--- src/hireg_pkg.sv ---
// Purpose: shared constants and carriers for the high-register / PC-relative load decoder
// Assumes: 16-bit compact instructions, 32-bit data path, 16 registers
// Notes: cycle counts mirror the equivalent 32-bit-state instructions
package hireg_pkg;

	// ==========================================================
	// Instruction fields
	localparam int DST_LSB = 0;
	localparam int SRC_LSB = 3;
	localparam int H2_BIT = 6;
	localparam int H1_BIT = 7;
	localparam int OP_LSB = 8;
	localparam int LDR_RD_LSB = 8;
	localparam int LDR_OFF_LSB = 0;
	localparam logic [5:0] FMT5_MATCH = 6'h11;
	localparam logic [4:0] FMT6_MATCH = 5'h09;
	localparam logic [31:0] PC_AHEAD = 32'h0000_0004;
	localparam logic [3:0] PC_REG = 4'hf;

	// ==========================================================
	// Cycle counts (equivalent 32-bit-state costs)
	localparam int ALU_CYCLES = 1;
	localparam int PCW_CYCLES = 3;
	localparam int LDR_CYCLES = 3;

	// ==========================================================
	// Reset values
	localparam logic [3:0] FLAGS_RST = 4'h0;
	localparam logic COMPACT_RST = 1'b1;

	typedef enum logic [1:0] {OP_ADD, OP_CMP, OP_MOV, OP_BRX} op_e;

	typedef struct packed {
		logic n;
		logic z;
		logic c;
		logic v;
	} flags_s;

	typedef struct packed {
		logic [3:0] addr;
		logic [31:0] data;
		logic en;
	} rf_wr_s;

endpackage

--- src/hireg_field.sv ---
// Purpose: field split and register selection for the high-register format
// Assumes: instruction already qualified as the high-register format
// Notes: purely combinational
`timescale 1ns/1ps
`default_nettype none
module hireg_field
	import hireg_pkg::*;
(
	// Instruction
	input wire logic [15:0] i_instr,
	// Decoded selects
	output logic [3:0] o_dst_sel,
	output logic [3:0] o_src_sel,
	output op_e o_op,
	output logic o_first_high_operand_flag
);
	always_comb begin
		o_first_high_operand_flag = i_instr[H1_BIT];
		// H1 supplies bit 3 of the dest select, H2 bit 3 of the source select
		o_dst_sel = {i_instr[H1_BIT], i_instr[DST_LSB +: 3]};
		o_src_sel = {i_instr[H2_BIT], i_instr[SRC_LSB +: 3]};
		o_op = op_e'(i_instr[OP_LSB +: 2]);
	end
endmodule
`default_nettype wire

--- src/hireg_ops_branch_pc_load_decode.sv ---
// Purpose: execute high-register ADD/CMP/MOV, register branch and PC-relative load
// Assumes: core holds issue while o_busy is high; register file reads are combinational
// Notes: register file lives outside; this block drives its write port and flags
`timescale 1ns/1ps
`default_nettype none
module hireg_ops_branch_pc_load_decode
	import hireg_pkg::*;
(
	// Clock and reset
	input wire logic i_sys_clk,
	input wire logic i_srst,
	// Issue
	input wire logic i_issue,
	input wire logic [15:0] i_instr,
	input wire logic [31:0] i_instr_addr,
	// Register file read data
	output logic [3:0] o_rd_a_sel,
	output logic [3:0] o_rd_b_sel,
	input wire logic [31:0] i_rd_a_data,
	input wire logic [31:0] i_rd_b_data,
	// Memory load return
	input wire logic i_load_valid,
	input wire logic [31:0] i_load_data,
	// Results
	output rf_wr_s o_rf_wr,
	output flags_s o_flags,
	output logic o_flags_we,
	output logic o_branch,
	output logic [31:0] o_branch_target,
	output logic o_compact_state,
	output logic o_load_req,
	output logic [31:0] o_load_addr,
	output logic o_busy
);
	typedef enum logic [1:0] {ST_IDLE, ST_WAIT, ST_LOAD} state_e;

	// ==========================================================
	// Decode
	logic [3:0] dst_sel;
	logic [3:0] src_sel;
	op_e op;
	logic first_high_operand_flag;
	logic is_hireg;
	logic is_pcload;
	logic [2:0] ld_dst;
	logic [31:0] a_val;
	logic [31:0] b_val;
	logic [31:0] pc_read;
	logic [31:0] ld_base;
	logic [31:0] ld_off;
	logic [32:0] diff;
	state_e state_r;
	logic [1:0] wait_r;
	logic [2:0] ld_dst_r;

	hireg_field u_field (
		.i_instr(i_instr),
		.o_dst_sel(dst_sel),
		.o_src_sel(src_sel),
		.o_op(op),
		.o_first_high_operand_flag(first_high_operand_flag)
	);

	function automatic logic [31:0] operand(input logic [3:0] sel, input logic [31:0] rf,
		input logic [31:0] pc);
		operand = (sel == PC_REG) ? pc : rf;
	endfunction

	// Branch or PC write: both cost a refill
	function automatic logic writes_pc(input op_e code, input logic [3:0] dst);
		writes_pc = (code == OP_BRX) || (code != OP_CMP && dst == PC_REG);
	endfunction

	always_comb begin
		// Undefined encodings run as decoded; no trap is raised
		is_hireg = (i_instr[15:10] == FMT5_MATCH);
		is_pcload = (i_instr[15:11] == FMT6_MATCH);
		ld_dst = i_instr[LDR_RD_LSB +: 3];
		pc_read = (i_instr_addr + PC_AHEAD) & ~32'h0000_0001;
		ld_base = (i_instr_addr + PC_AHEAD) & ~32'h0000_0002;
		ld_off = {22'h0, i_instr[LDR_OFF_LSB +: 8], 2'h0};
		o_rd_a_sel = dst_sel;
		o_rd_b_sel = src_sel;
		a_val = operand(dst_sel, i_rd_a_data, pc_read);
		b_val = operand(src_sel, i_rd_b_data, pc_read);
		diff = {1'b0, a_val} - {1'b0, b_val};
	end

	// ==========================================================
	// Sequencer; stalls model the 32-bit-state cycle costs
	always_ff @(posedge i_sys_clk) begin
		if (i_srst) begin
			state_r <= ST_IDLE;
			wait_r <= 2'h0;
			ld_dst_r <= 3'h0;
		end else begin
			case (state_r)
				ST_IDLE: begin
					if (i_issue && is_pcload) begin
						state_r <= ST_LOAD;
						wait_r <= 2'(LDR_CYCLES - 1);
						ld_dst_r <= ld_dst;
					end else if (i_issue && is_hireg && writes_pc(op, dst_sel)) begin
						state_r <= ST_WAIT;
						wait_r <= 2'(PCW_CYCLES - 1);
					end
				end
				ST_WAIT: begin
					wait_r <= wait_r - 2'h1;
					if (wait_r == 2'h1)
						state_r <= ST_IDLE;
				end
				// Data may return late; wait_r floors at zero
				ST_LOAD: begin
					if (wait_r != 2'h0)
						wait_r <= wait_r - 2'h1;
					if (i_load_valid && wait_r <= 2'h1)
						state_r <= ST_IDLE;
				end
				default: state_r <= ST_IDLE;
			endcase
		end
	end

	// ==========================================================
	// Register write, flags, branch
	always_ff @(posedge i_sys_clk) begin
		if (i_srst) begin
			o_rf_wr <= '0;
			o_flags <= flags_s'(FLAGS_RST);
			o_flags_we <= 1'b0;
			o_branch <= 1'b0;
			o_branch_target <= 32'h0;
			o_compact_state <= COMPACT_RST;
		end else begin
			o_rf_wr.en <= 1'b0;
			o_flags_we <= 1'b0;
			o_branch <= 1'b0;
			if (state_r == ST_IDLE && i_issue && is_hireg) begin
				case (op)
					// A PC destination also redirects fetch
					OP_ADD: begin
						o_rf_wr <= '{addr: dst_sel, data: a_val + b_val, en: 1'b1};
						o_branch <= (dst_sel == PC_REG);
						o_branch_target <= a_val + b_val;
					end
					OP_CMP: begin
						// Sole flag writer in this format
						o_flags.n <= diff[31];
						o_flags.z <= (diff[31:0] == 32'h0);
						o_flags.c <= ~diff[32];
						o_flags.v <= (a_val[31] ^ b_val[31]) & (a_val[31] ^ diff[31]);
						o_flags_we <= 1'b1;
					end
					OP_MOV: begin
						o_rf_wr <= '{addr: dst_sel, data: b_val, en: 1'b1};
						o_branch <= (dst_sel == PC_REG);
						o_branch_target <= b_val;
					end
					OP_BRX: begin
						// Target from source select only
						o_branch <= 1'b1;
						o_branch_target <= {b_val[31:1], 1'b0};
						o_compact_state <= b_val[0];
					end
					default: o_branch <= 1'b0;
				endcase
			// Early data is not taken; the load cost must elapse first
			end else if (state_r == ST_LOAD && i_load_valid && wait_r <= 2'h1) begin
				o_rf_wr <= '{addr: {1'b0, ld_dst_r}, data: i_load_data, en: 1'b1};
			end
		end
	end

	// ==========================================================
	// Load request
	always_ff @(posedge i_sys_clk) begin
		if (i_srst) begin
			o_load_req <= 1'b0;
			o_load_addr <= 32'h0;
		end else begin
			o_load_req <= 1'b0;
			if (state_r == ST_IDLE && i_issue && is_pcload) begin
				o_load_req <= 1'b1;
				o_load_addr <= ld_base + ld_off;
			end
		end
	end

	// ==========================================================
	// Issue hold-off
	// Mirrors the sequencer's next state so no issue slot is lost
	always_ff @(posedge i_sys_clk) begin
		if (i_srst)
			o_busy <= 1'b0;
		else
			o_busy <= (state_r != ST_IDLE) ? !(state_r == ST_WAIT && wait_r == 2'h1) &&
				!(state_r == ST_LOAD && i_load_valid && wait_r <= 2'h1) :
				(i_issue && (is_pcload || (is_hireg && writes_pc(op, dst_sel))));
	end
endmodule
`default_nettype wire

--- config.mk ---
export PLATFORM = sky130hd
export DESIGN_NAME = hireg_ops_branch_pc_load_decode
export DESIGN_NICKNAME = d
export VERILOG_FILES = /design/src/hireg_pkg.sv /design/src/hireg_field.sv /design/src/hireg_ops_branch_pc_load_decode.sv
export SDC_FILE = /design/constraint.sdc
export NUM_CORES = 1
export LEC_CHECK = 0
export ABC_AREA = 1
export ABC_CLOCK_PERIOD_IN_PS = 4600
export BUFFER_PORTS_ARGS = -buffer_cell sky130_fd_sc_hd__buf_2
export CAP_MARGIN = 0
export CORE_MARGIN = 2
export CORE_UTILIZATION = 43
export DETAILED_ROUTE_END_ITERATION = 6
export GPL_ROUTABILITY_DRIVEN = 0
export GPL_TIMING_DRIVEN = 0
export PLACE_DENSITY = 0.69
export SLEW_MARGIN = 20
export SYNTH_ARGS = -nofsm -noshare
export SYNTH_HDL_FRONTEND = slang
export SYNTH_SLANG_ARGS = --single-unit
--- constraint.sdc ---
create_clock -name i_sys_clk -period 4.6 [get_ports i_sys_clk]
set_input_delay 0.46 -clock i_sys_clk [delete_from_list [all_inputs] [get_ports i_sys_clk]]
set_output_delay 0.46 -clock i_sys_clk [all_outputs]
set_load 0.03 [all_outputs]
**Word-level counts from Yosys, hierarchy flattened**

Index checks and enable logic that the tools add are counted.

- Output and inout bits: 118
- Register bits: 117
- Word-level logic and storage cells: 98
- Bits of input ports: 148

- Mux-type cells: 19
- Equality and inequality tests: 16
- Reduce and logical (&&, ||, !) cells: 35
- $add $sub $neg: 5
- Bitwise logic cells: 5
- Magnitude comparators: 1

Operators by type and width:

| cell | count |
|---|---|
| one-hot mux 32 bit (3 select lines) | 1 |
| two-way mux 37 bit | 2 |
| one-hot mux 37 bit (2 select lines) | 1 |
| two-way mux 32 bit | 2 |
| subtractor 32 x 32 -> 33 bit | 1 |
| adder 32 x 10 -> 32 bit | 1 |
| adder 32 x 3 -> 32 bit (second input constant) | 1 |
| adder 32 bit | 1 |
| logical NOT 32 bit | 1 |
| logical AND 1 bit | 14 |
| two-way mux 2 bit | 7 |
| one-hot mux 2 bit (3 select lines) | 2 |
| AND reduction 2 bit | 5 |
| == test 4 bit (second input constant) | 2 |
| == test 2 x 1 -> 1 bit (second input constant) | 3 |
| == test 2 bit (second input constant) | 3 |
| == test 6 x 5 -> 1 bit (second input constant) | 1 |
| != test 2 bit (second input constant) | 3 |
| AND reduction 3 bit | 2 |
| nonzero test 2 bit | 3 |
| nonzero test 3 bit | 2 |
| == test 5 x 4 -> 1 bit (second input constant) | 1 |
| logical NOT 2 bit | 2 |
| OR reduction 2 bit | 2 |
| other kinds (12) | 18 |

**Longest topological paths before layout**

- Depth after elaboration: 7
- Mapped depth: 30
- Gate-level depth less buffers: 29

**Hierarchy**

A second synthesis with hierarchy kept.

- Cells, all modules: 1921
- Area, all modules: 11367.2 sq um

Modules (own cells, without submodules):

| module | cells an instance | instances | area each (sq um) |
|---|---|---|---|
| hireg_ops_branch_pc_load_decode | 1910 | 1 | 11284.6 |
| hireg_field | 11 | 1 | 82.6 |

**Worst setup path before layout**

Ideal clock, no wire load.

- Kind: in2reg
- From: input i_instr_addr[7]
- To: register o_rf_wr[30] (netlist bit)
- Cell stages on the path: 26
- Arrival time: 3.633 ns
- Data required time: 4.526 ns
- Path slack: 0.892 ns
- Path buffers: 1
- Path through: inv_2 > nor4_4 > nand2_4 > nor2_8 > nand3_4 > inv_2 > nand2_1 > xor2_2 > nand2_1 > o21ai_0 > inv_1 > ha_1 > buf_2 > nand2_1 > nor4_1 > nand3b_1 > nand3_1 > nand2_1 > nand2_1 > nand2_1 > nand2_1 > nand2_1 > nand3_1 > o21ai_1 > or2_1 > a31oi_1

- Longest elaborated chain between the ends: 5
- Elaborated cells on any way between the ends: 6

RTL lines:

| what | RTL line | text |
|---|---|---|
| from (decl) | hireg_ops_branch_pc_load_decode.sv:15 | `input wire logic [31:0] i_instr_addr,` |
| adder 32 x 3 -> 32 bit (*) | hireg_ops_branch_pc_load_decode.sv:79 | `pc_read = (i_instr_addr + PC_AHEAD) & ~32'h0000_0001;` |
| two-way mux 32 bit | hireg_ops_branch_pc_load_decode.sv:66 | `operand = (sel == PC_REG) ? pc : rf;` |
| adder 32 bit | hireg_ops_branch_pc_load_decode.sv:143 | `o_rf_wr <= '{addr: dst_sel, data: a_val + b_val, en: 1'b1};` |
| one-hot mux 37 bit (2 select lines) (*) | hireg_ops_branch_pc_load_decode.sv:140 | `case (op)` |
| two-way mux 37 bit (*) | hireg_ops_branch_pc_load_decode.sv:139 | `if (state_r == ST_IDLE && i_issue && is_hireg) begin` |
| to (signal assigned) | hireg_ops_branch_pc_load_decode.sv:143 |  |
| to (signal assigned) | hireg_ops_branch_pc_load_decode.sv:156 | `o_rf_wr <= '{addr: dst_sel, data: b_val, en: 1'b1};` |
| to (signal assigned) | hireg_ops_branch_pc_load_decode.sv:170 | `o_rf_wr <= '{addr: {1'b0, ld_dst_r}, data: i_load_data, en: 1'b1};` |
| to (decl) | hireg_ops_branch_pc_load_decode.sv:25 | `output rf_wr_s o_rf_wr,` |

Every way passes the cells marked *; elsewhere a longest branch is shown, timed or not. The select of a mux whose other input is x is not followed.
A chain may end at the register's enable or synchronous reset.

**Worst setup path in the final report**

- From: input i_instr[7]
- To: register o_flags[2] (netlist bit)

- Longest elaborated chain between the ends: 4

RTL lines:

| what | RTL line | text |
|---|---|---|
| from (decl) | hireg_ops_branch_pc_load_decode.sv:14 | `input wire logic [15:0] i_instr,` |
| == test 4 bit | hireg_ops_branch_pc_load_decode.sv:66 |  |
| two-way mux 32 bit | hireg_ops_branch_pc_load_decode.sv:66 |  |
| subtractor 32 x 32 -> 33 bit | hireg_ops_branch_pc_load_decode.sv:86 | `diff = {1'b0, a_val} - {1'b0, b_val};` |
| logical NOT 32 bit | hireg_ops_branch_pc_load_decode.sv:150 | `o_flags.z <= (diff[31:0] == 32'h0);` |
| to (signal assigned) | hireg_ops_branch_pc_load_decode.sv:130 | `o_flags <= flags_s'(FLAGS_RST);` |
| to (decl) | hireg_ops_branch_pc_load_decode.sv:26 | `output flags_s o_flags,` |

No other way between the ends.

==> results.tsv <==
stage	metric	value	unit
floorplanning	I/O Pins	266	
clock_tree	CTS tree	done	
placed_design	Area after DPL	0.0130	mm^2
yosys	Synth area leaders	dfxtp_1 21%, nand2_1 16%, ha_1 8.5%	
clock_tree	total CTS buffers	17	
worst_setup_path	CP max-delay cell	clkbuf_1	
sta	Tcrit/Tclk final	0.988	
worst_setup_path	Critical path buffers and inverters	4	
clock_tree	clock buffer depth	2	
clock_tree	count of hold-fix buffers inserted at cts	0	
yosys	EDFF count, synth	0	
worst_setup_path	Worst Path Max Fanout	10	
worst_setup_path	worst path cell trace	buf_2 > nand4_1 > clkbuf_1 > clkbuf_1 > nand2_1 > o21ai_0 > ha_1 > inv_1 > a21oi_1 > o21ai_0 > a21oi_1 > nand3_1 > a21boi_0 > nand2_1 > nand3b_1 > nand2_1 > xor2_2 > nor2_1 > nand3_1 > a21oi_1	
yosys	Synth warnings	0	
sta	final slew viol count	0	
finish	ratio of cells with drive above 1 in the final layout	0.175	
finish	synthesis-to-finish area growth	21.5	%
detailed_routing	drt wl/cell	18.4	um
pwr	Sw Ratio	0.400	
pwr	clock share of power	0.349	
sta	Worst-Margin Slew	0.943	ns
sta	Max-slew headroom	0.369	
floorplanning	height of the die	166	um
detailed_routing	Detail Route Antenna Nets	0	
detailed_routing	Post-Route WL	46600	um
detailed_routing	DR WL met3	5050	um
placed_design	HPWL after DPL	38400	um
detailed_routing	TritonRoute pass-1 iters	7	
clock_tree	H-tree levels	4	
yosys	Synth Flop Type	dfxtp_1	
sta	Fmax	220	MHz
yosys	Netlist cell types	53	
worst_setup_path	Crit. End Element	flip-flop	
status	failing checks	design-rule violations	
worst_setup_path	CP arrival	4.89	ns
worst_setup_path	Critical Path Source Type	input pin	
clock_tree	Num Clock Sinks	116	
floorplanning	DIE WIDTH	166	um
yosys	asr flop ratio synth	0	
detailed_routing	detailed router's first-iteration violation count	1581	
worst_setup_path	Top delay family on crit path	buffers and inverters	
grt	largest net degree at the start of global routing	17	
yosys	Synth area leader	dfxtp_1	
clock_tree	Worst-path clk slew	0.06	ns
pwr	Pwr Density	292	mW/mm^2
min_path	Hold Path Class	in -> reg	
yosys	most used standard cells in the synthesized netlist	470 x nand2_1, 256 x inv_1, 229 x nor2_1	
detailed_routing	DRC violations left	3	
grt	global-route congestion overflow total	0	
status	outcome	complete, but fails checks	
worst_setup_path	CP Class	in -> reg	
clock_tree	Clock Root Buffer	clkbuf_16	
pwr	Int Power	2400	uW
sta	min Tclk post-route	4.54	ns
pwr	Peak VDD IR	0.229	mV
pwr	NetSw	1600	uW
detailed_routing	metal2 WL	20100	um
floorplanning	Initial Util	0.436	
sta	# setup viols final	0	
finish	final-stage net count	2409	
detailed_routing	vias per cell	5.55	
detailed_routing	Post-Route M1 WL	18500	um
grt	vias in the first global route	13100	
sta	final hold violation count	0	
detailed_routing	Vias	14100	
worst_setup_path	CP Data Required Time	4.95	ns
floorplanning	Die ar.	0.0276	mm^2
pwr	share of power burned in registers	0.272	
finish	post-route design area	0.0137	mm^2
pwr	Comb power frac	0.379	
yosys	Mapped Area	0.0113	mm^2
grt	first-pass GRT wire length	70900	um
sta	hold_ws	0.273	ns
floorplanning	site row count	59	
placed_design	PortBufs	262	
worst_setup_path	worst stage delay on the critical path	0.61	ns
yosys	syn_nets	2129	
clock_tree	clk_lat worst skew	0.42	ns
detailed_routing	top layer in use	met4	
sta	RSZ-0062 raised after global routing	true	
floorplanning	core region area	0.0259	mm^2
flow_run	max_cap viols	0	
yosys	top-count cell post-synth	nand2_1	
pwr	leakage power	0.00717	uW
grt	overall global routing resource usage	0.325	
yosys	synthesized instance count	1901	
yosys	Post-Synthesis Mean Instance Area	5.95	um^2
grt	antenna violations before repair	4	
yosys	top cell type's share of synthesized area	0.205	
yosys	post-synthesis sequential area ratio	0.205	
sta	final clock skew	0.0111	ns
yosys	flops & latches, synth	116	
[flip-flops by register name (all words and copies together) (netlist names)]
signal           cells
ld_dst_r             3
o_compact_state      1
wait_r               2
o_branch             1
o_load_addr         31
o_busy               1
o_load_req           1
state_r              2
o_branch_target     32
o_flags_we           1
o_flags              4
o_rf_wr             37
[logic make-up (layout without fill, tap and decap cells)]
logic type | count (synthesis) | after routing | synth area share
other cells | 1 | 6 | 0.000332
buf+inv | 353 | 646 | 0.122
compound gates | 365 | 365 | 0.180
fa+ha+maj | 80 | 80 | 0.0905
simple gates | 931 | 931 | 0.357
xor+xnor | 55 | 55 | 0.0446
flops | 116 | 116 | 0.205
[cell usage in the layout (no fill, tap or decap), drive strengths merged, types with 2 or more instances in the layout]
master | netlist | routed
a21boi | 2 | 2
xnor2 | 12 | 12
a21o | 9 | 9
o21a | 5 | 5
a21oi | 98 | 98
clkinv | 3 | 4
clkinvlp | 0 | 5
bufinv | 0 | 3
o211ai | 17 | 17
nor3 | 26 | 26
or2 | 18 | 18
a22o | 6 | 6
nand3 | 118 | 118
inv | 270 | 274
buf | 25 | 288
nor4 | 9 | 9
a31oi | 36 | 36
nand4 | 36 | 36
a221oi | 4 | 4
o21ai | 171 | 171
clkbuf | 55 | 72
dfxtp | 116 | 116
o21bai | 13 | 13
nand2 | 475 | 475
ha | 77 | 77
xor2 | 43 | 43
nand3b | 3 | 3
nor2 | 244 | 244
fa | 3 | 3
diode | 0 | 5
[power groups by stage]
stage                     Combinational [uW]  Clock (uW)  Sequential, uW
after floorplan                          935           0            1170
after global placement                  1450           0            1110
after detailed placement                1460           0            1110
after CTS                               1470        1400            1090
after global routing                    1660        1450            1090
final                                   1520        1400            1090
[layout make-up]
class	count	area, um^2
Timing Repair Buffer	263	1320
Sequential cell	116	2320
Clock buffer	19	443
Clock inverter	13	173
Buffer	78	345
Antenna cell	5	12.5
Multi-Input combinational cell	1432	7670
Tap cell	335	419
Inverter	273	1030
Fill cell	2666	12200
[per-stage QoR]
stage | power [uW] | std cells | setup slack, ns | utilization | setup TNS [ns]
6_report | 4010 | 2534 | 0.0574 | 0.530 | 0
5_1_grt | 4210 | 2534 | -0.149 | 0.530 | -0.149
4_1_cts | 3960 | 2530 | 0.118 | 0.527 | 0
3_5_place_dp | 2570 | 2498 | -0.492 | 0.503 | -7.23
3_3_place_gp | 2550 | 2498 | -0.443 | 0.503 | -4.74
2_1_floorplan | 2110 | 1901 | 0.892 | - | 0
[tightest hold or removal path, stage by stage]
cell and delay [ns]:
buf_2 0.08, nor2_1 0.03, nor2_1 0.08
[what timing repair did]
item	CTS	global route
buffers inserted	0	1
gates resized for setup	4	14
setup endpoints to repair	1	21
pin swaps	0	1
gates cloned	0	0
[per-layer routing]
| layer | GRT usage | vias to the layer above |
|---|---|---|
| met2 | 0.509 | 820 |
| met1 | 0.417 | 6361 |
| met5 | 0 | - |
| met3 | 0.0701 | 182 |
| li1 | - | 6703 |
| met4 | 0.183 | 0 |
[path summary, 6_finish.rpt]
kind | startpoint | end | slack, ns | cells past startpoint
hold / removal | i_instr_addr[0] | o_load_addr[0] | 0.27 | 3
hold reg to reg | o_flags[2] | o_flags[2] | 0.47 | 2
setup / recovery | i_instr[7] | o_flags[2] | 0.06 | 20
setup reg to reg | state_r[0] | o_rf_wr[34] | 1.81 | 9
Note: power is estimated with default switching activity, not from simulation.
